## src/hdl/mmpc_pkg.sv

```systemverilog
// Package for the motor configuration word bank: offsets, field positions,
// reset values, lookup tables and the decoded-configuration carrier.
// Assumes a 32-bit register port with byte offsets.
package mmpc_pkg;

    localparam logic [7:0]  MMPC_OFF_MISC = 8'h58;
    localparam logic [7:0]  MMPC_OFF_PIN  = 8'h5C;
    localparam logic [7:0]  MMPC_OFF_PERI = 8'h60;

    localparam logic [31:0] MMPC_RESET_WORD = 32'h0000_0000;

    // Writable masks: reserved read-only bits are cleared here
    localparam logic [31:0] MMPC_MISC_WMASK = 32'hFFFF_FFC3;
    localparam logic [31:0] MMPC_PIN_WMASK  = 32'hFFFF_FFFF;
    localparam logic [31:0] MMPC_PERI_WMASK = 32'h0000_7FFF;

    // Field positions
    localparam int MMPC_ACC_LSB    = 6;
    localparam int MMPC_ACC_W      = 4;
    localparam int MMPC_HOLD_LSB   = 0;
    localparam int MMPC_HOLD_W     = 2;
    localparam int MMPC_FILT_BIT   = 19;
    localparam int MMPC_BMODE_BIT  = 2;
    localparam int MMPC_BIN_LSB    = 0;
    localparam int MMPC_BIN_W      = 2;
    localparam int MMPC_DEAD_LSB   = 9;
    localparam int MMPC_DEAD_W     = 6;
    localparam int MMPC_ILIM_LSB   = 4;
    localparam int MMPC_ILIM_W     = 5;
    localparam int MMPC_ILIM_EN    = 3;
    localparam int MMPC_DIN_LSB    = 1;
    localparam int MMPC_DIN_W      = 2;
    localparam int MMPC_DCHG_BIT   = 0;

    // Override codes shared by brake and direction fields
    localparam logic [1:0] MMPC_OVR_PIN_A = 2'h0;
    localparam logic [1:0] MMPC_OVR_ON    = 2'h1;
    localparam logic [1:0] MMPC_OVR_OFF   = 2'h2;

    // Timing: dead-time step in ns, clock period in ns
    localparam int MMPC_DEAD_STEP_NS = 50;
    localparam int MMPC_CLK_NS       = 8;
    // Longest-time rounding down, never below one cycle
    localparam int MMPC_DEAD_STEP_CYC =
        (MMPC_DEAD_STEP_NS / MMPC_CLK_NS) < 1 ? 1 : (MMPC_DEAD_STEP_NS / MMPC_CLK_NS);

    // Brake hold time per code in ms
    localparam logic [9:0] MMPC_HOLD_MS [4] = '{10'h032, 10'h064, 10'h0FA, 10'h1F4};

    // Acceleration per code, tenths of Hz/s
    localparam logic [15:0] MMPC_ACC_DHZ [16] = '{
        16'h0001, 16'h000A, 16'h0014, 16'h001E, 16'h0032, 16'h0064, 16'h00C8, 16'h012C,
        16'h0190, 16'h01F4, 16'h03E8, 16'h07D0, 16'h1388, 16'h1D4C, 16'h2710, 16'h4E20};

    // Bus current limit per code, tenths of a percent of base current
    localparam logic [9:0] MMPC_ILIM_PM [32] = '{
        10'h04B, 10'h050, 10'h055, 10'h05A, 10'h05F, 10'h064, 10'h06E, 10'h078,
        10'h082, 10'h08C, 10'h096, 10'h0A0, 10'h0AA, 10'h0B4, 10'h0C8, 10'h0E1,
        10'h0FA, 10'h113, 10'h12C, 10'h15E, 10'h190, 10'h1C2, 10'h1F4, 10'h226,
        10'h258, 10'h2BC, 10'h2EE, 10'h320, 10'h352, 10'h384, 10'h3B6, 10'h3E8};

    // Decoded configuration handed to the control loop
    typedef struct packed {
        logic [15:0] accel_dhz;
        logic [9:0]  brake_hold_ms;
        logic        bus_voltage_filter_bypass;
        logic [9:0]  bus_ilim_permille;
        logic        bus_ilim_active;
        logic        dir_change_reverse;
    } mmpc_cfg_t;

endpackage : mmpc_pkg

```

## src/hdl/mmpc_config_bank.sv

```systemverilog
// Configuration word bank for a sensored motor controller: three words,
// field decoding, brake/direction override and a dead-time inserter.
// Assumes a synchronous register port on i_clock; brake and direction pins
// and the raw high-side command arrive from outside the clock domain.
//
// Summary of operation
// - Bits 9-6 of the misc word select the pre-alignment acceleration from 0.1 to 2000 Hz/s.
// - Bits 1-0 of the misc word select the brake low-current hold time of 50, 100, 250 or 500 ms.
// - The misc word at offset 58h resets to all zeros.
// - Pin word bit 19 low keeps the bus voltage filter on, high bypasses it.
// - Pin word bit 2 low selects low-side braking, high selects align braking.
// - Pin word bits 1-0 of 0 or 3 follow the brake pin, 1 forces braking, 2 forces none.
// - Dead time between high and low drive is 48 ns (six 8 ns cycles) times peripheral bits 14-9, or one 8 ns cycle when they are zero.
// - Peripheral bits 8-4 select the bus current limit from 7.5% to 100% of base current.
// - The bus current limit acts only while peripheral bit 3 is set.
// - Peripheral bits 2-1 of 0 or 3 follow the direction pin, 1 forces clockwise, 2 counter-clockwise.
// - On a direction change, bit 0 low requests stop and speed detect, high requests reverse drive.
`timescale 1ns/1ps
`default_nettype none

module mmpc_config_bank
    import mmpc_pkg::*;
(
    input  wire logic        i_clock,
    input  wire logic        i_reset_n,
    input  wire logic [7:0]  i_addr,
    input  wire logic [31:0] i_wdata,
    input  wire logic        i_write,
    input  wire logic        i_read,
    output logic      [31:0] o_rdata,
    input  wire logic        i_brake_pin,
    input  wire logic        i_direction_pin,
    input  wire logic        i_high_cmd,
    output mmpc_cfg_t        o_cfg,
    output logic             o_brake_active,
    output logic             o_brake_align,
    output logic             o_dir_ccw,
    output logic             o_dir_change_pulse,
    output logic             o_stop_and_detect,
    output logic             o_reverse_drive,
    output logic             o_high_drive,
    output logic             o_low_drive
);

    // Reset release through two flops; the rest of the design uses rst_n
    logic rst_meta_n;
    logic rst_n;
    always_ff @(posedge i_clock or negedge i_reset_n) begin
        if (!i_reset_n) begin
            rst_meta_n <= 1'b0;
            rst_n      <= 1'b0;
        end else begin
            rst_meta_n <= 1'b1;
            rst_n      <= rst_meta_n;
        end
    end

    // Two-stage synchronisers for the asynchronous pins
    logic [2:0] pin_meta;
    logic [2:0] pin_sync;
    always_ff @(posedge i_clock or negedge rst_n) begin
        if (!rst_n) begin
            pin_meta <= 3'h0;
            pin_sync <= 3'h0;
        end else begin
            pin_meta <= {i_high_cmd, i_direction_pin, i_brake_pin};
            pin_sync <= pin_meta;
        end
    end

    logic brake_pin_s;
    logic dir_pin_s;
    logic high_cmd_s;
    assign brake_pin_s = pin_sync[0];
    assign dir_pin_s   = pin_sync[1];
    assign high_cmd_s  = pin_sync[2];

    // Override decode shared by brake and direction fields
    function automatic logic ovr_select(input logic [1:0] code, input logic pin);
        case (code)
            MMPC_OVR_ON:  ovr_select = 1'b1;
            MMPC_OVR_OFF: ovr_select = 1'b0;
            default:      ovr_select = pin;
        endcase
    endfunction : ovr_select

    // Register words: next values
    logic [31:0] misc_algorithm_config;
    logic [31:0] pin_override_config;
    logic [31:0] peripheral_config;
    logic [31:0] next_misc;
    logic [31:0] next_pin;
    logic [31:0] next_peri;
    logic [31:0] next_rdata;

    always_comb begin
        next_misc  = misc_algorithm_config;
        next_pin   = pin_override_config;
        next_peri  = peripheral_config;
        next_rdata = 32'h0000_0000;  // Unmapped or idle reads return zero
        if (i_write) begin
            case (i_addr)
                MMPC_OFF_MISC: next_misc = i_wdata & MMPC_MISC_WMASK;
                MMPC_OFF_PIN:  next_pin  = i_wdata & MMPC_PIN_WMASK;
                MMPC_OFF_PERI: next_peri = i_wdata & MMPC_PERI_WMASK;
                default:       next_misc = misc_algorithm_config;
            endcase
        end
        if (i_read) begin
            case (i_addr)
                MMPC_OFF_MISC: next_rdata = misc_algorithm_config;
                MMPC_OFF_PIN:  next_rdata = pin_override_config;
                MMPC_OFF_PERI: next_rdata = peripheral_config;
                default:       next_rdata = 32'h0000_0000;
            endcase
        end
    end

    // Register words: storage, all zero after reset
    always_ff @(posedge i_clock or negedge rst_n) begin
        if (!rst_n) begin
            misc_algorithm_config <= MMPC_RESET_WORD;
            pin_override_config   <= MMPC_RESET_WORD;
            peripheral_config     <= MMPC_RESET_WORD;
            o_rdata               <= 32'h0000_0000;
        end else begin
            misc_algorithm_config <= next_misc;
            pin_override_config   <= next_pin;
            peripheral_config     <= next_peri;
            o_rdata               <= next_rdata;
        end
    end

    // Field extraction
    logic [MMPC_ACC_W-1:0]  prealign_accel_rate;
    logic [MMPC_HOLD_W-1:0] brake_low_current_hold_time;
    logic [MMPC_DEAD_W-1:0] dead_code;
    logic [MMPC_ILIM_W-1:0] ilim_code;
    logic [MMPC_BIN_W-1:0]  brake_input;
    logic [MMPC_DIN_W-1:0]  dir_input;
    assign prealign_accel_rate         = misc_algorithm_config[MMPC_ACC_LSB +: MMPC_ACC_W];
    assign brake_low_current_hold_time = misc_algorithm_config[MMPC_HOLD_LSB +: MMPC_HOLD_W];
    assign dead_code   = peripheral_config[MMPC_DEAD_LSB +: MMPC_DEAD_W];
    assign ilim_code   = peripheral_config[MMPC_ILIM_LSB +: MMPC_ILIM_W];
    assign brake_input = pin_override_config[MMPC_BIN_LSB +: MMPC_BIN_W];
    assign dir_input   = peripheral_config[MMPC_DIN_LSB +: MMPC_DIN_W];

    // Decoded outputs: next values; the words are read live, so a write
    // shows up one cycle later with no reset needed
    mmpc_cfg_t next_cfg;
    logic      next_brake_active;
    logic      next_brake_align;
    logic      next_dir_ccw;

    always_comb begin
        next_cfg.accel_dhz                 = MMPC_ACC_DHZ[prealign_accel_rate];
        next_cfg.brake_hold_ms             = MMPC_HOLD_MS[brake_low_current_hold_time];
        next_cfg.bus_voltage_filter_bypass = pin_override_config[MMPC_FILT_BIT];
        next_cfg.bus_ilim_permille         = MMPC_ILIM_PM[ilim_code];
        next_cfg.bus_ilim_active           = peripheral_config[MMPC_ILIM_EN];
        next_cfg.dir_change_reverse        = peripheral_config[MMPC_DCHG_BIT];
        next_brake_active = ovr_select(brake_input, brake_pin_s);
        next_brake_align  = pin_override_config[MMPC_BMODE_BIT];
        next_dir_ccw      = ovr_select({dir_input[0], dir_input[1]}, dir_pin_s);
    end

    // Direction change detection and response selection
    logic prev_dir_ccw;
    logic next_change;
    logic next_stop;
    logic next_rev;
    always_comb begin
        next_change = rst_n && (next_dir_ccw != prev_dir_ccw);
        next_stop   = next_change && !peripheral_config[MMPC_DCHG_BIT];
        next_rev    = next_change &&  peripheral_config[MMPC_DCHG_BIT];
    end

    always_ff @(posedge i_clock or negedge rst_n) begin
        if (!rst_n) begin
            o_cfg              <= '0;
            o_brake_active     <= 1'b0;
            o_brake_align      <= 1'b0;
            o_dir_ccw          <= 1'b0;
            prev_dir_ccw       <= 1'b0;
            o_dir_change_pulse <= 1'b0;
            o_stop_and_detect  <= 1'b0;
            o_reverse_drive    <= 1'b0;
        end else begin
            o_cfg              <= next_cfg;
            o_brake_active     <= next_brake_active;
            o_brake_align      <= next_brake_align;
            o_dir_ccw          <= next_dir_ccw;
            prev_dir_ccw       <= next_dir_ccw;
            o_dir_change_pulse <= next_change;
            o_stop_and_detect  <= next_stop;
            o_reverse_drive    <= next_rev;
        end
    end

    // Dead-time inserter: each edge of the command turns both drives off,
    // then the new side waits dead_code steps; a code of zero still leaves one idle cycle
    localparam int DT_W = 16;
    logic [DT_W-1:0] dt_count;
    logic [DT_W-1:0] next_dt_count;
    logic            cmd_last;
    logic            next_high;
    logic            next_low;
    logic [DT_W-1:0] dt_load;
    assign dt_load = DT_W'(dead_code) * DT_W'(MMPC_DEAD_STEP_CYC);

    always_comb begin
        next_dt_count = dt_count;
        next_high     = 1'b0;
        next_low      = 1'b0;
        if (high_cmd_s != cmd_last) begin
            next_dt_count = dt_load;
        end else if (dt_count != '0) begin
            next_dt_count = dt_count - DT_W'(1);
        end
        if ((high_cmd_s == cmd_last) && (dt_count <= DT_W'(1))) begin
            next_high = high_cmd_s;
            next_low  = !high_cmd_s;
        end
    end

    always_ff @(posedge i_clock or negedge rst_n) begin
        if (!rst_n) begin
            dt_count     <= '0;
            cmd_last     <= 1'b0;
            o_high_drive <= 1'b0;
            o_low_drive  <= 1'b0;
        end else begin
            dt_count     <= next_dt_count;
            cmd_last     <= high_cmd_s;
            o_high_drive <= next_high;
            o_low_drive  <= next_low;
        end
    end

    // Checks
    AST_RESERVED_ZERO: assert property (@(posedge i_clock) disable iff (!rst_n)
        misc_algorithm_config[5:2] == 4'h0) else $error("misc reserved bits not zero");
    AST_MISC_READ: assert property (@(posedge i_clock) disable iff (!rst_n)
        (i_read && i_addr == MMPC_OFF_MISC) |=> o_rdata == $past(misc_algorithm_config))
        else $error("misc read mismatch");
    AST_FILTER: assert property (@(posedge i_clock) disable iff (!rst_n)
        (i_write && i_addr == MMPC_OFF_PIN) |-> ##2 o_cfg.bus_voltage_filter_bypass == $past(i_wdata[19], 2))
        else $error("filter bypass not applied");
    AST_BRAKE_FORCE: assert property (@(posedge i_clock) disable iff (!rst_n)
        (brake_input == MMPC_OVR_OFF) |=> !o_brake_active) else $error("brake not suppressed");
    AST_ILIM_EN: assert property (@(posedge i_clock) disable iff (!rst_n)
        !peripheral_config[MMPC_ILIM_EN] |=> !o_cfg.bus_ilim_active) else $error("limit active while off");
    AST_ACCEL: assert property (@(posedge i_clock) disable iff (!rst_n)
        (prealign_accel_rate == 4'hF) |=> o_cfg.accel_dhz == 16'h4E20) else $error("accel code wrong");
    AST_NO_OVERLAP: assert property (@(posedge i_clock) disable iff (!rst_n)
        !(o_high_drive && o_low_drive)) else $error("both drives on");
    AST_DEAD_OFF: assert property (@(posedge i_clock) disable iff (!rst_n)
        (high_cmd_s != cmd_last) |=> !(o_high_drive || o_low_drive)) else $error("drive not released on command edge");
    AST_DIR_RESP: assert property (@(posedge i_clock) disable iff (!rst_n)
        o_dir_change_pulse |-> (o_stop_and_detect != o_reverse_drive)) else $error("direction response bad");
    COV_DIR_REV: cover property (@(posedge i_clock) disable iff (!rst_n) o_reverse_drive);
    COV_DIR_STOP: cover property (@(posedge i_clock) disable iff (!rst_n) o_stop_and_detect);
    COV_BRAKE: cover property (@(posedge i_clock) disable iff (!rst_n) o_brake_active && o_brake_align);
    COV_DEAD: cover property (@(posedge i_clock) disable iff (!rst_n) dt_count > DT_W'(2));

endmodule : mmpc_config_bank

`default_nettype wire

```

## config.mk

```make
export PLATFORM = sky130hd
export DESIGN_NAME = mmpc_config_bank
export DESIGN_NICKNAME = d
export VERILOG_FILES = /design/src/hdl/mmpc_pkg.sv /design/src/hdl/mmpc_config_bank.sv
export SDC_FILE = /design/constraint.sdc
export NUM_CORES = 1
export LEC_CHECK = 0
export BUFFER_PORTS_ARGS = -buffer_cell sky130_fd_sc_hd__buf_2
export CORE_ASPECT_RATIO = 1.2
export CORE_MARGIN = 2
export CORE_UTILIZATION = 40
export CTS_CLUSTER_DIAMETER = 120
export CTS_CLUSTER_SIZE = 25
export DETAILED_ROUTE_END_ITERATION = 16
export PLACE_DENSITY = 0.67
export SYNTH_ARGS = -nofsm -noshare
export SYNTH_HDL_FRONTEND = slang
export SYNTH_SLANG_ARGS = --single-unit
```

## constraint.sdc

```tcl
create_clock -name i_clock -period 10.8 [get_ports i_clock]
set_input_delay 2.16 -clock i_clock [delete_from_list [all_inputs] [get_ports i_clock]]
set_output_delay 2.16 -clock i_clock [all_outputs]
set_load 0.005 [all_outputs]
```

# == Word-level counts from Yosys, hierarchy flattened ==
# Memory sizes are Yosys's and may differ from the RTL's. A register that Yosys moved wholly into a read port is not among the register bits.
# Index checks and enable logic that the tools add are counted.
# totals
latch_bits,0
inputBits,47
register_bits,153
mem_bits_rw,0
wordCells,65
mem_count,2
rom_bits,576
# mem_list
name,words,word_bits,read_ports,rd_clocked_by_memory_dff,wr,line_no,rtl
(no name shown),32,10,1,1,0,mmpc_config_bank.sv:159,next_cfg.bus_ilim_permille = MMPC_ILIM_PM[ilim_code];
(no name shown),16,16,1,1,0,mmpc_config_bank.sv:156,next_cfg.accel_dhz = MMPC_ACC_DHZ[prealign_accel_rate];
# op_classes
bitwise_logic,3
shift,0
add_sub_neg,1
n_mul,1
n_reduce_logical,13
n_eq_ne,10
magnitude_cmp,2
mux,11
n_div,0
# ops
op,count
$pmux W32 S3,1
$mux W16,2
$mux W32,1
$eq A8 B7 Y1 const B,3
$bmux W10 S2,1
$mux W10,2
$le A16 B1 Y1 const B,1
$reduce_bool A16 Y1,1
$sub A16 B1 Y16 const B,1
$mul A6 B2 Y8 const B,1
$not A5 Y6,1
$reduce_and A2 Y1,3
$not A4 Y5,1
$eq A2 B1 Y1 const B,2
$eq A2 B2 Y1 const B,2
$logic_and A1 B1 Y1,4
$logic_not A1 Y1,4
$pmux W1 S2,2
$ge A3 B3 Y1 const B,1
$not A2 Y3,1
$mux W1,2
$ne A1 B1 Y1,2
$reduce_bool A2 Y1,1
$eq A1 B1 Y1,1

# == Longest topological paths before layout ==
# Gate-level depths: netlist of the first run.
# depth
depth_word,5
mapped_depth,7

# == Worst setup path before layout of the first run ==
# Ideal clock, no wire load.
# synth_path
path_kind,register to register
start,register rst_n
end,register o_reverse_drive
n_path_buf,0
setup_ns,0.090
arrival_ns,4.581
path_stages_with_launch,2
path_slack_ns,6.129
cell_sequence,dfrtp_1 -> and3_1
# synth_between
elab_chain_len,2
# synth_rtl
element,line_no,rtl
start: declaration,mmpc_config_bank.sv:47,logic rst_n;
start signal: assignment,mmpc_config_bank.sv:54,rst_n <= rst_meta_n;
$logic_and A1 B1 Y1,mmpc_config_bank.sv:173,next_change = rst_n && (next_dir_ccw != prev_dir_ccw);
$logic_and A1 B1 Y1,mmpc_config_bank.sv:175,next_rev = next_change && peripheral_config[MMPC_DCHG_BIT];
named net next_rev,mmpc_config_bank.sv:171,logic next_rev;
end signal: assignment,mmpc_config_bank.sv:196,o_reverse_drive <= next_rev;
end: declaration,mmpc_config_bank.sv:40,"output logic o_reverse_drive,"
# The timed path passes the listed nets, and every way through them passes these cells.
# A chain may end at the register's enable or synchronous reset.

# == Worst setup path in the final report of the first run ==
# layout_path
start,input i_addr[1]
end,register misc_algorithm_config[20]
# layout_between
elab_chain_len,2
# layout_rtl
element,line_no,rtl
start: declaration,mmpc_config_bank.sv:26,"input wire logic [7:0] i_addr,"
$eq A8 B7 Y1,mmpc_config_bank.sv:102,case (i_addr)
$reduce_and A2 Y1 (no line),n/a,
end signal: assignment,mmpc_config_bank.sv:127,misc_algorithm_config <= next_misc;
end: declaration,mmpc_config_bank.sv:88,logic [31:0] misc_algorithm_config;
# No other way between the ends.

==> results of run 1 <==
-- synth_stat cells (3+ instances only) --
cell type / n
nor3_1: 7
nand2_1: 36
clkbuf_1: 22
ha_1: 23
mux2i_1: 9
nand2b_1: 8
o21ai_0: 24
buf_6: 3
nand3b_1: 3
buf_1: 3
buf_4: 4
a31oi_1: 4
buf_2: 3
and3_1: 3
o21a_1: 3
xnor2_1: 8
or4_1: 5
o22ai_1: 3
mux2_1: 20
xor2_1: 7
dfrtp_1: 176
a22oi_1: 33
a21oi_1: 27
nor2b_1: 4
or3_1: 5
nor2_1: 44
a211oi_1: 3
o211ai_1: 3
inv_1: 15
o31ai_1: 5
nand3_1: 10
mux2_2: 54
or2_2: 3
nor4_1: 3
-- how the worst max path moves through the flow --
stage / startpoint / endpoint / slack (ns)
after floorplan: rst_n / cmd_last / 5.50
after global placement: i_addr[1] / misc_algorithm_config[24] / 6.13
after detailed placement: i_addr[1] / misc_algorithm_config[27] / 6.11
after CTS: i_addr[1] / misc_algorithm_config[26] / 6.56
after global routing: i_addr[1] / misc_algorithm_config[20] / 6.43
final: i_addr[1] / misc_algorithm_config[20] / 6.56
-- cell families (layout without fill, tap and decap cells) --
logic type,count (synthesis),after routing,share of synthesized area
DFF,176,176,0.580
and+or+nand+nor,147,147,0.103
AOI/OAI and AO/OA,120,120,0.103
muxes,84,84,0.125
buffers and inverters,50,176,0.0302
adders and majority gates,24,24,0.0406
xor gates and xnor gates,15,15,0.0173
other,2,5,0.000990
-- sequential cells by signal (all words and copies together), names as in the netlist --
| name | count |
|---|---|
| misc_algorithm_config | 28 |
| o_rdata | 32 |
| peripheral_config | 15 |
| o_stop_and_detect | 1 |
| pin_meta | 3 |
| rst_meta_n | 1 |
| pin_override_config | 32 |
| prev_dir_ccw | 1 |
| pin_sync | 3 |
| o_reverse_drive | 1 |
| o_low_drive | 1 |
| dt_count | 16 |
| o_high_drive | 1 |
| o_dir_change_pulse | 1 |
| o_cfg | 36 |
| o_brake_active | 1 |
| cmd_last | 1 |
| o_brake_align | 1 |
| rst_n | 1 |
-- metrics by stage --
stage               std cells  total power, mW  hold WS [ns]  cell area, um^2
global route             1003             1.76         0.236             9020
global placement          971             1.06         0.213             8410
CTS                      1003             1.69         0.227             9020
floorplan                 621            0.982         0.331             7600
detailed placement        971             1.06         0.222             8410
finish                   1003             1.67         0.210             9020
-- layer usage --
layer / up-vias / global-route usage / share of wire
met3: 14 / 0.0543 / 0.062
li1: 2415 / - / -
met5: - / 0 / 0
met1: 2448 / 0.216 / 0.45
met2: 107 / 0.263 / 0.48
met4: 0 / 0.0486 / 0.010
-- layout make-up --
type,instances,area share
tap,256,0.0355
multi-input combinational,395,0.329
inverter,15,0.00624
sequential,176,0.489
clock buffer,18,0.0487
timing repair buffer,129,0.0735
clock inverter,14,0.0182
-- placed cells by master, fill, tap and decap left out, types with 3 or more instances in the layout --
master and instances:
a22oi_1 33, o21ai_0 24, o22ai_1 3, nand2b_1 8
inv_8 3, mux2_1 20, a21oi_1 27, nand2_1 36
nor4_1 3, o21a_1 3, or4_1 5, dfrtp_1 175
nor2b_1 4, nand3_1 10, clkbuf_16 17, mux2_2 54
nor3_1 7, and3_1 3, buf_2 122, or3_1 5
nor2_1 44, nand3b_1 3, ha_1 23, o211ai_1 3
conb_1 5, inv_6 5, xnor2_1 8, o31ai_1 5
inv_1 15, xor2_1 7, a211oi_1 3, mux2i_1 9
a31oi_1 4, or2_2 3, buf_4 7
-- power groups by stage --
stage / clock [mW] / combinational [mW] / sequential (mW)
after CTS: 0.638 / 0.285 / 0.768
final: 0.620 / 0.282 / 0.767
after global routing: 0.667 / 0.318 / 0.777
after floorplan: 0 / 0.209 / 0.772
after detailed placement: 0 / 0.282 / 0.780
after global placement: 0 / 0.277 / 0.778
==> out/qor.csv, run 1 <==
metric,value,unit
outcome,finished clean,
min-delay worst type,flop to asynchronous set/reset pin,
clock sinks,176,
Longest Clk Path Bufs,2,
CP max stage cell,or4b_4,
drc violations,0,
Die Y,155,um
total number of vias,4984,
hold_buf cts,0,
"Req. time, crit path",11.11,ns
WS Path Type,primary input to flop,
P_sw,0.495,mW
RSZ-0062 raised after global routing,false,
initial antenna violation count,2,
first-pass GRT wire length,26.0,mm
layout cells sized above 1,0.311,
reg2reg setup slack,8.38,ns
post-synth top area cell,dfrtp_1,
n_diodes,0,
Yosys cell types,59,
Synth area leaders,"dfrtp_1, mux2_2, ha_1",
initial core utilization,0.405,
CTS Buf Count,17,
Pre-antenna DRT Iters,4,
Final Setup Violations,0,
crit path capture type,flop,
DR iter-0 viols,274,
CP bufs+invs,3,
Yosys warning total,0,
Rows,55,
Final Max Tran Viols,0,
fillers,1730,
Root Buffer,clkbuf_16,
"Arr. time, crit path",4.55,ns
largest net degree at the start of global routing,86,
htree depth,4,
die area,0.0201,mm^2
final core occ,0.482,
register area,0.00441,mm^2
switching part of the total power,0.297,
Final Hold Vio Count,0,
critical path peak fanout,32,
Critical Path Stages,7,
R2R Path Start,dt_count[0],
Post-synth EDFFs,0,
Clk pwr share,0.372,
"most used cell, CP",buf_4,
Top delay family on crit path,simple AND/OR/NAND/NOR gates,
max_cap viols,0,
"Clk Latency, worst-skew pair",0.42,ns
cell area after synthesis,0.00759,mm^2
synthesized instance count,618,
P_leak,4.40,nW
fin crit share,0.392,
number of global-route vias before repair,5011,
ys flop type,dfrtp_1,
dpl ws,6.11,ns
post-CTS setup buffer count,0,
wire per inst,15.7,um
Reg power frac,0.459,
Placer Congestion,0.804,
Synth top area share,0.580,
IO Port Bufs,122,
Worst Skew,0.00979,ns
Gate power share,0.169,
design internal power,1.17,mW
reg2reg path depth,6,
Total GRT Usage,0.165,
clock-pin slew on the worst setup and hold paths,0.07,ns
# resized after CTS,0,
num ports,126,
PwrDens,185,mW/mm^2
achievable frequency,0.236,GHz
final antenna-violating net count,0,
post-route setup slack,6.56,ns
grt ovf,0,
Relative slew margins,0.292,
Peak VDD IR,121,uV
Setup TNS,0,ns
Tmin final,4.24,ns
Synth-to-Final Area Change,18.8,%
FF-to-FF End,dt_count[6],
Routed WL,15.7,mm
multi-input logic area,0.00297,mm^2
Post-Syn Area per Cell,12.3,um^2
Final nets,805,
actual slew at the worst max-slew pin,1.06,ns
critical-path cell list,buf_2 -> or4b_4 -> nor3_4 -> buf_4 -> and2_1 -> buf_4 -> mux2_2,
Synth Register Bits,176,
Startpoint Class,primary input,
CTS tree,built,
Avg Vias per Cell,4.97,
Die X,130,um
post-synthesis sequential area ratio,0.580,
Critical Path Max Stage Delay,0.58,ns
core area,0.0187,mm^2
HPWL Detailed,10.5,mm
ys async rst share,1.00,
No activity file was read; power rests on OpenSTA's default activity.
==> inputs of run 2 (changes only) <==
--- a/config.mk
+++ b/config.mk
@@ -12,7 +12,7 @@
 export CTS_CLUSTER_DIAMETER = 120
 export CTS_CLUSTER_SIZE = 25
 export DETAILED_ROUTE_END_ITERATION = 16
-export PLACE_DENSITY = 0.67
+export PLACE_DENSITY = 0.69
 export SYNTH_ARGS = -nofsm -noshare
 export SYNTH_HDL_FRONTEND = slang
 export SYNTH_SLANG_ARGS = --single-unit
==> constraint.sdc (replaced) <==
create_clock -name i_clock -period 3.45 [get_ports i_clock]
set_input_delay 0.69 -clock i_clock [delete_from_list [all_inputs] [get_ports i_clock]]
set_output_delay 0.69 -clock i_clock [all_outputs]
set_load 0.005 [all_outputs]
==> run 2 against run 1 <==
Sequential cell count stayed put. Hold slack lost 0.18 ns. Final cell count increased by 0.50%. Sequential power rose to 3.1 times the previous value. Clock skew shrank 0.0012 ns. Non-clock buffer count increased by 4. Highest routed layer is now met5. Clock power rose to 3.0 times the previous value. Register-to-register slack lost 7.2 ns.
==> out/qor.csv, run 2 (same netlist as run 1, synthesis figures left out) <==
metric,value,unit,change
Die Y,155,um,unchanged
design internal power,3.65,mW,+210%
Setup TNS,0,ns,unchanged
Peak VDD IR,376,uV,+210%
"Clk Latency, worst-skew pair",0.42,ns,about the same
min-delay worst type,primary input to asynchronous set/reset pin,,
post-CTS setup buffer count,0,,unchanged
P_sw,1.52,mW,+210%
initial core utilization,0.405,,unchanged
Worst Skew,0.00861,ns,-0.00118 ns
Top Usage Layer GRT,met2,,
RSZ-0062 raised after global routing,false,,
Longest Clk Path Bufs,2,,unchanged
critical path peak fanout,7,,-78%
die area,0.0201,mm^2,unchanged
grt ovf,0,,unchanged
met1 Use GR,0.216,,-0.000638
Pre-antenna DRT Iters,4,,unchanged
Largest register FFs,36,,unchanged
layout cells sized above 1,0.313,,+0.00234
first-pass GRT wire length,26.1,mm,+0.45%
"Most flops, register",o_cfg,,
CTS tree,built,,
"Arr. time, crit path",2.57,ns,-1.98 ns
most frequent cells in the layout,"dfrtp_1, buf_2, mux2_2",,
Crit. Startpoint,dt_count[0],,
crit path capture type,flop,,
Rows,55,,unchanged
reg2reg path depth,6,,unchanged
achievable frequency,0.432,GHz,
number of global-route vias before repair,5198,,+3.7%
outcome,finished clean,,
final core occ,0.483,,+0.00120
actual slew at the worst max-slew pin,0.880,ns,-0.182 ns
Die X,130,um,unchanged
Avg Vias per Cell,5.10,,+2.6%
grt met3 use,0.0488,,-0.00550
wire per inst,15.8,um,+0.95%
"Req. time, crit path",3.70,ns,-7.41 ns
clock sinks,176,,unchanged
Routed WL,16.0,mm,+1.4%
HPWL Detailed,10.9,mm,+4.1%
P_leak,4.41,nW,+0.40%
total number of vias,5138,,+3.1%
CTS Buf Count,17,,unchanged
Final Hold Vio Count,0,,unchanged
Final nets,809,,+0.50%
Startpoint Class,flop,,
initial antenna violation count,3,,+1
htree depth,4,,unchanged
clock-pin slew on the worst setup and hold paths,0.07,ns,about the same
register area,0.00441,mm^2,unchanged
max_cap viols,0,,unchanged
Tmin final,2.32,ns,
multi-input logic area,0.00297,mm^2,unchanged
drc violations,0,,unchanged
reg2reg setup slack,1.13,ns,-7.25 ns
fillers,1731,,+0.058%
fin crit share,0.671,,
Root Buffer,clkbuf_16,,
"commonest non-fill, non-tap cell in the layout",dfrtp_1,,
final antenna-violating net count,0,,unchanged
biggest regs,"o_cfg (36), o_rdata (32), pin_override_config (32)",,
Reg power frac,0.464,,+0.005
Gate power share,0.172,,+0.003
largest net degree at the start of global routing,90,,+4.7%
IO Port Bufs,122,,unchanged
switching part of the total power,0.294,,-0.00229
R2R Path Start,dt_count[0],,
PwrDens,572,mW/mm^2,+210%
Placer Congestion,0.761,,-5.4%
Final Setup Violations,0,,unchanged
DR iter-0 viols,256,,-6.6%
core area,0.0187,mm^2,unchanged
num ports,126,,unchanged
Clk pwr share,0.364,,-0.008
FF-to-FF End,dt_count[6],,
hold_buf cts,0,,unchanged
WS Path Type,flop to flop,,
# resized after CTS,0,,unchanged
Synth-to-Final Area Change,19.1,%,
met2 usage,0.271,,+0.00823
Final Max Tran Viols,0,,unchanged
Total GRT Usage,0.166,,+0.00109
Relative slew margins,0.409,,+0.117
## run 2: cell count changes in the layout (fill, tap and decap cells not counted), sizes merged
cell,delta
buf,+4
clkinv,+1
diode,+1
inv,-1
## run 2: power groups by stage
stage	registers, mW	logic (mW)	clock network, mW
global placement	2.43	0.877	0
finish	2.40	0.891	1.88
CTS	2.40	0.900	1.93
detailed placement	2.44	0.892	0
global route	2.43	0.991	2.02
floorplan	2.42	0.656	0
## run 2: layer usage
metal | vias up | share of wire | routed length (um)
li1 | 2430 | - | -
met1 | 2537 | 0.43 | 6850
met2 | 142 | 0.49 | 7880
met3 | 25 | 0.061 | 969
met4 | 4 | 0.014 | 219
met5 | - | 0.0017 | 27
## run 2: worst max-delay path by stage
| stage | end | cells past startpoint |
|---|---|---|
| 6_report | dt_count[6] | 6 |
| 4_1_cts | dt_count[6] | 6 |
| 2_1_floorplan | cmd_last | 0 |
| 3_5_place_dp | misc_algorithm_config[13] | 6 |
| 5_1_grt | dt_count[6] | 6 |
| 3_3_place_gp | misc_algorithm_config[9] | 6 |
## run 2: worst max-delay path, stage by stage (launching register included)
cell	delay [ns]
dfrtp_1	0.42
inv_1	0.13
ha_1	0.16
or4b_2	0.66
nor4_4	0.42
nand2b_1	0.24
o22ai_1	0.11
## run 2: final cells by class
class | count | area share
Inverter | 15 | 0.00623
Tap cell | 256 | 0.0354
Timing Repair Buffer | 133 | 0.0781
Multi-Input combinational cell | 395 | 0.328
Antenna cell | 1 | 0.000277
Clock inverter | 14 | 0.0167
Clock buffer | 18 | 0.0475
Sequential cell | 176 | 0.488
## run 2: through the flow
stage	setup WS, ns	std cells	area (um^2)	hold WS (ns)	total power [mW]
2_1_floorplan	0.525	621	7600	0.331	3.07
3_3_place_gp	0.743	975	8460	0.252	3.31
3_5_place_dp	0.688	975	8460	0.254	3.33
4_1_cts	1.09	1007	9040	0.0147	5.23
5_1_grt	0.960	1007	9040	0.0155	5.45
6_report	1.13	1008	9040	0.0351	5.17
==> inputs of run 3 (changes only) <==
--- a/config.mk
+++ b/config.mk
@@ -12,7 +12,7 @@
 export CTS_CLUSTER_DIAMETER = 120
 export CTS_CLUSTER_SIZE = 25
 export DETAILED_ROUTE_END_ITERATION = 16
-export PLACE_DENSITY = 0.69
+export PLACE_DENSITY = 0.67
 export SYNTH_ARGS = -nofsm -noshare
 export SYNTH_HDL_FRONTEND = slang
 export SYNTH_SLANG_ARGS = --single-unit
==> constraint.sdc (replaced) <==
create_clock -name i_clock -period 2.25 [get_ports i_clock]
set_input_delay 0.45 -clock i_clock [delete_from_list [all_inputs] [get_ports i_clock]]
set_output_delay 0.45 -clock i_clock [all_outputs]
set_load 0.005 [all_outputs]
==> run 3 against run 2 <==
Die area did not move. Sequential power rose by 53%. Critical path depth rose by 1. Clock-buffer cell count fell by 1. Largest cell class unchanged. Largest power group unchanged. Routed wire length rose by 2.2%.
==> out/qor.csv, run 3 (same netlist as run 1, synthesis figures left out) <==
metric,value,unit,change
Total GRT Usage,0.171,,+0.00470
Peak VDD IR,546,uV,+45%
PwrDens,877,mW/mm^2,+53%
Pre-antenna DRT Iters,4,,unchanged
Synth-to-Final Area Change,22.2,%,
Routed WL,16.3,mm,+2.2%
actual slew at the worst max-slew pin,0.887,ns,+0.00737 ns
core area,0.0187,mm^2,unchanged
design internal power,5.73,mW,+57%
CTS Buf Count,17,,unchanged
Hold Startpoint,i_brake_pin,,
Die Y,155,um,unchanged
final core occ,0.495,,+0.0124
RSZ-0062 raised after global routing,false,,
total number of vias,5166,,+0.54%
FF-to-FF End,dt_count[1],,
"Clk Latency, worst-skew pair",0.43,ns,about the same
WHS Endpoint,pin_meta[0],,
Reg power frac,0.450,,-0.014
Rows,55,,unchanged
first-pass GRT wire length,26.7,mm,+2.3%
Avg Vias per Cell,5.05,,-0.93%
Largest register FFs,36,,unchanged
HPWL Detailed,11.3,mm,+2.9%
grt ovf,0,,unchanged
largest net degree at the start of global routing,64,,-29%
Die X,130,um,unchanged
fin crit share,0.911,,+0.239
drc violations,0,,unchanged
clock-pin slew on the worst setup and hold paths,0.07,ns,about the same
"Arr. time, crit path",2.37,ns,-0.20 ns
R2R Path Start,dt_count[1],,
post-CTS setup buffer count,0,,unchanged
htree depth,4,,unchanged
P_leak,4.53,nW,+2.8%
Startpoint Class,flop,,
Root Buffer,clkbuf_16,,
hold_buf cts,1,,+1
Final Hold Vio Count,0,,unchanged
final antenna-violating net count,0,,unchanged
DR iter-0 viols,186,,-27%
Clk pwr share,0.363,,about the same
reg2reg path depth,7,,+1
initial antenna violation count,1,,-2
CTS tree,built,,
Crit. Startpoint,dt_count[1],,
crit path capture type,flop,,
Hold WS,0.119,ns,+0.0836 ns
Final Max Tran Viols,0,,unchanged
fillers,1702,,-1.7%
"Most flops, register",o_cfg,,
Worst Skew,0.00850,ns,-0.000109 ns
layout cells sized above 1,0.326,,+0.0135
Tmin final,2.05,ns,-0.267 ns
wire per inst,15.9,um,+0.68%
num ports,126,,unchanged
die area,0.0201,mm^2,unchanged
reg2reg setup slack,0.20,ns,-0.93 ns
outcome,finished clean,,
clock sinks,176,,unchanged
Gate power share,0.187,,+0.015
IO Port Bufs,122,,unchanged
most frequent cells in the layout,"dfrtp_1, buf_2, mux2_2",,
Setup TNS,0,ns,unchanged
min-delay worst type,primary input to flop,,
switching part of the total power,0.295,,+0.00104
# resized after CTS,0,,unchanged
"Req. time, crit path",2.57,ns,-1.13 ns
max_cap viols,0,,unchanged
number of global-route vias before repair,5202,,+0.077%
achievable frequency,0.488,GHz,+13%
initial core utilization,0.405,,unchanged
"commonest non-fill, non-tap cell in the layout",dfrtp_1,,
WS Path Type,flop to flop,,
hold path cells,1,,
critical path peak fanout,5,,-2
Final nets,824,,+1.9%
Final Setup Violations,0,,unchanged
P_sw,2.40,mW,+58%
Placer Congestion,0.814,,+7.0%
biggest regs,"o_cfg (36), o_rdata (32), pin_override_config (32)",,
Longest Clk Path Bufs,2,,unchanged
Relative slew margins,0.409,,-0.000702
-- run 3: cell count changes in the layout (fill, tap and decap cells not counted), sizes merged --
cell         delta
clkinvlp        -1
clkbuf          -1
buf            +14
dlygate4sd3     +1
clkinv          +2
-- run 3: layout make-up --
| cell class | instances | area [um^2] | share of cell area |
|---|---|---|---|
| Clock buffer | 17 | 425 | 0.0459 |
| Clock inverter | 15 | 171 | 0.0185 |
| Inverter | 15 | 56.3 | 0.00607 |
| Antenna cell | 1 | 2.50 | 0.000270 |
| Tap cell | 256 | 320 | 0.0346 |
| Timing Repair Buffer | 148 | 921 | 0.0993 |
| Sequential cell | 176 | 4410 | 0.476 |
| Multi-Input combinational cell | 395 | 2970 | 0.320 |
-- run 3: power by group through the flow --
stage | Clock, mW | Sequential [mW] | Combinational [mW]
after floorplan | 0 | 3.71 | 1.01
after global placement | 0 | 3.71 | 1.51
after detailed placement | 0 | 3.72 | 1.53
after CTS | 3.04 | 3.66 | 1.54
after global routing | 3.16 | 3.70 | 1.70
final | 2.96 | 3.66 | 1.52
-- run 3: worst max path at each step --
stage	to	slack, ns
floorplan	misc_algorithm_config[14]	0.15
detailed placement	misc_algorithm_config[15]	0.03
global route	dt_count[0]	0.12
global placement	misc_algorithm_config[19]	0.07
CTS	dt_count[0]	0.19
finish	dt_count[1]	0.20
-- run 3: metrics by stage --
step	cells	area [um^2]	setup WS [ns]	power (mW)
floorplan	621	7600	0.154	4.71
global placement	989	8660	0.0733	5.22
detailed placement	989	8660	0.0331	5.25
CTS	1022	9270	0.187	8.23
global route	1022	9270	0.116	8.56
finish	1023	9270	0.201	8.13
-- run 3: layer usage --
layer  share of wire  global-route usage  vias up
met5               0                   0        -
met4           0.011              0.0456        0
met3           0.060              0.0554       17
met2            0.50               0.284      108
met1            0.43               0.215     2583
li1                -                   -     2458
-- run 3: critical path, stage by stage, from the launching register on --
cell      delay [ns]
dfrtp_1         0.37
inv_1           0.10
ha_1            0.17
or4b_2          0.66
nor4_4          0.28
buf_4           0.19
nand3_1         0.08
o311ai_0        0.08
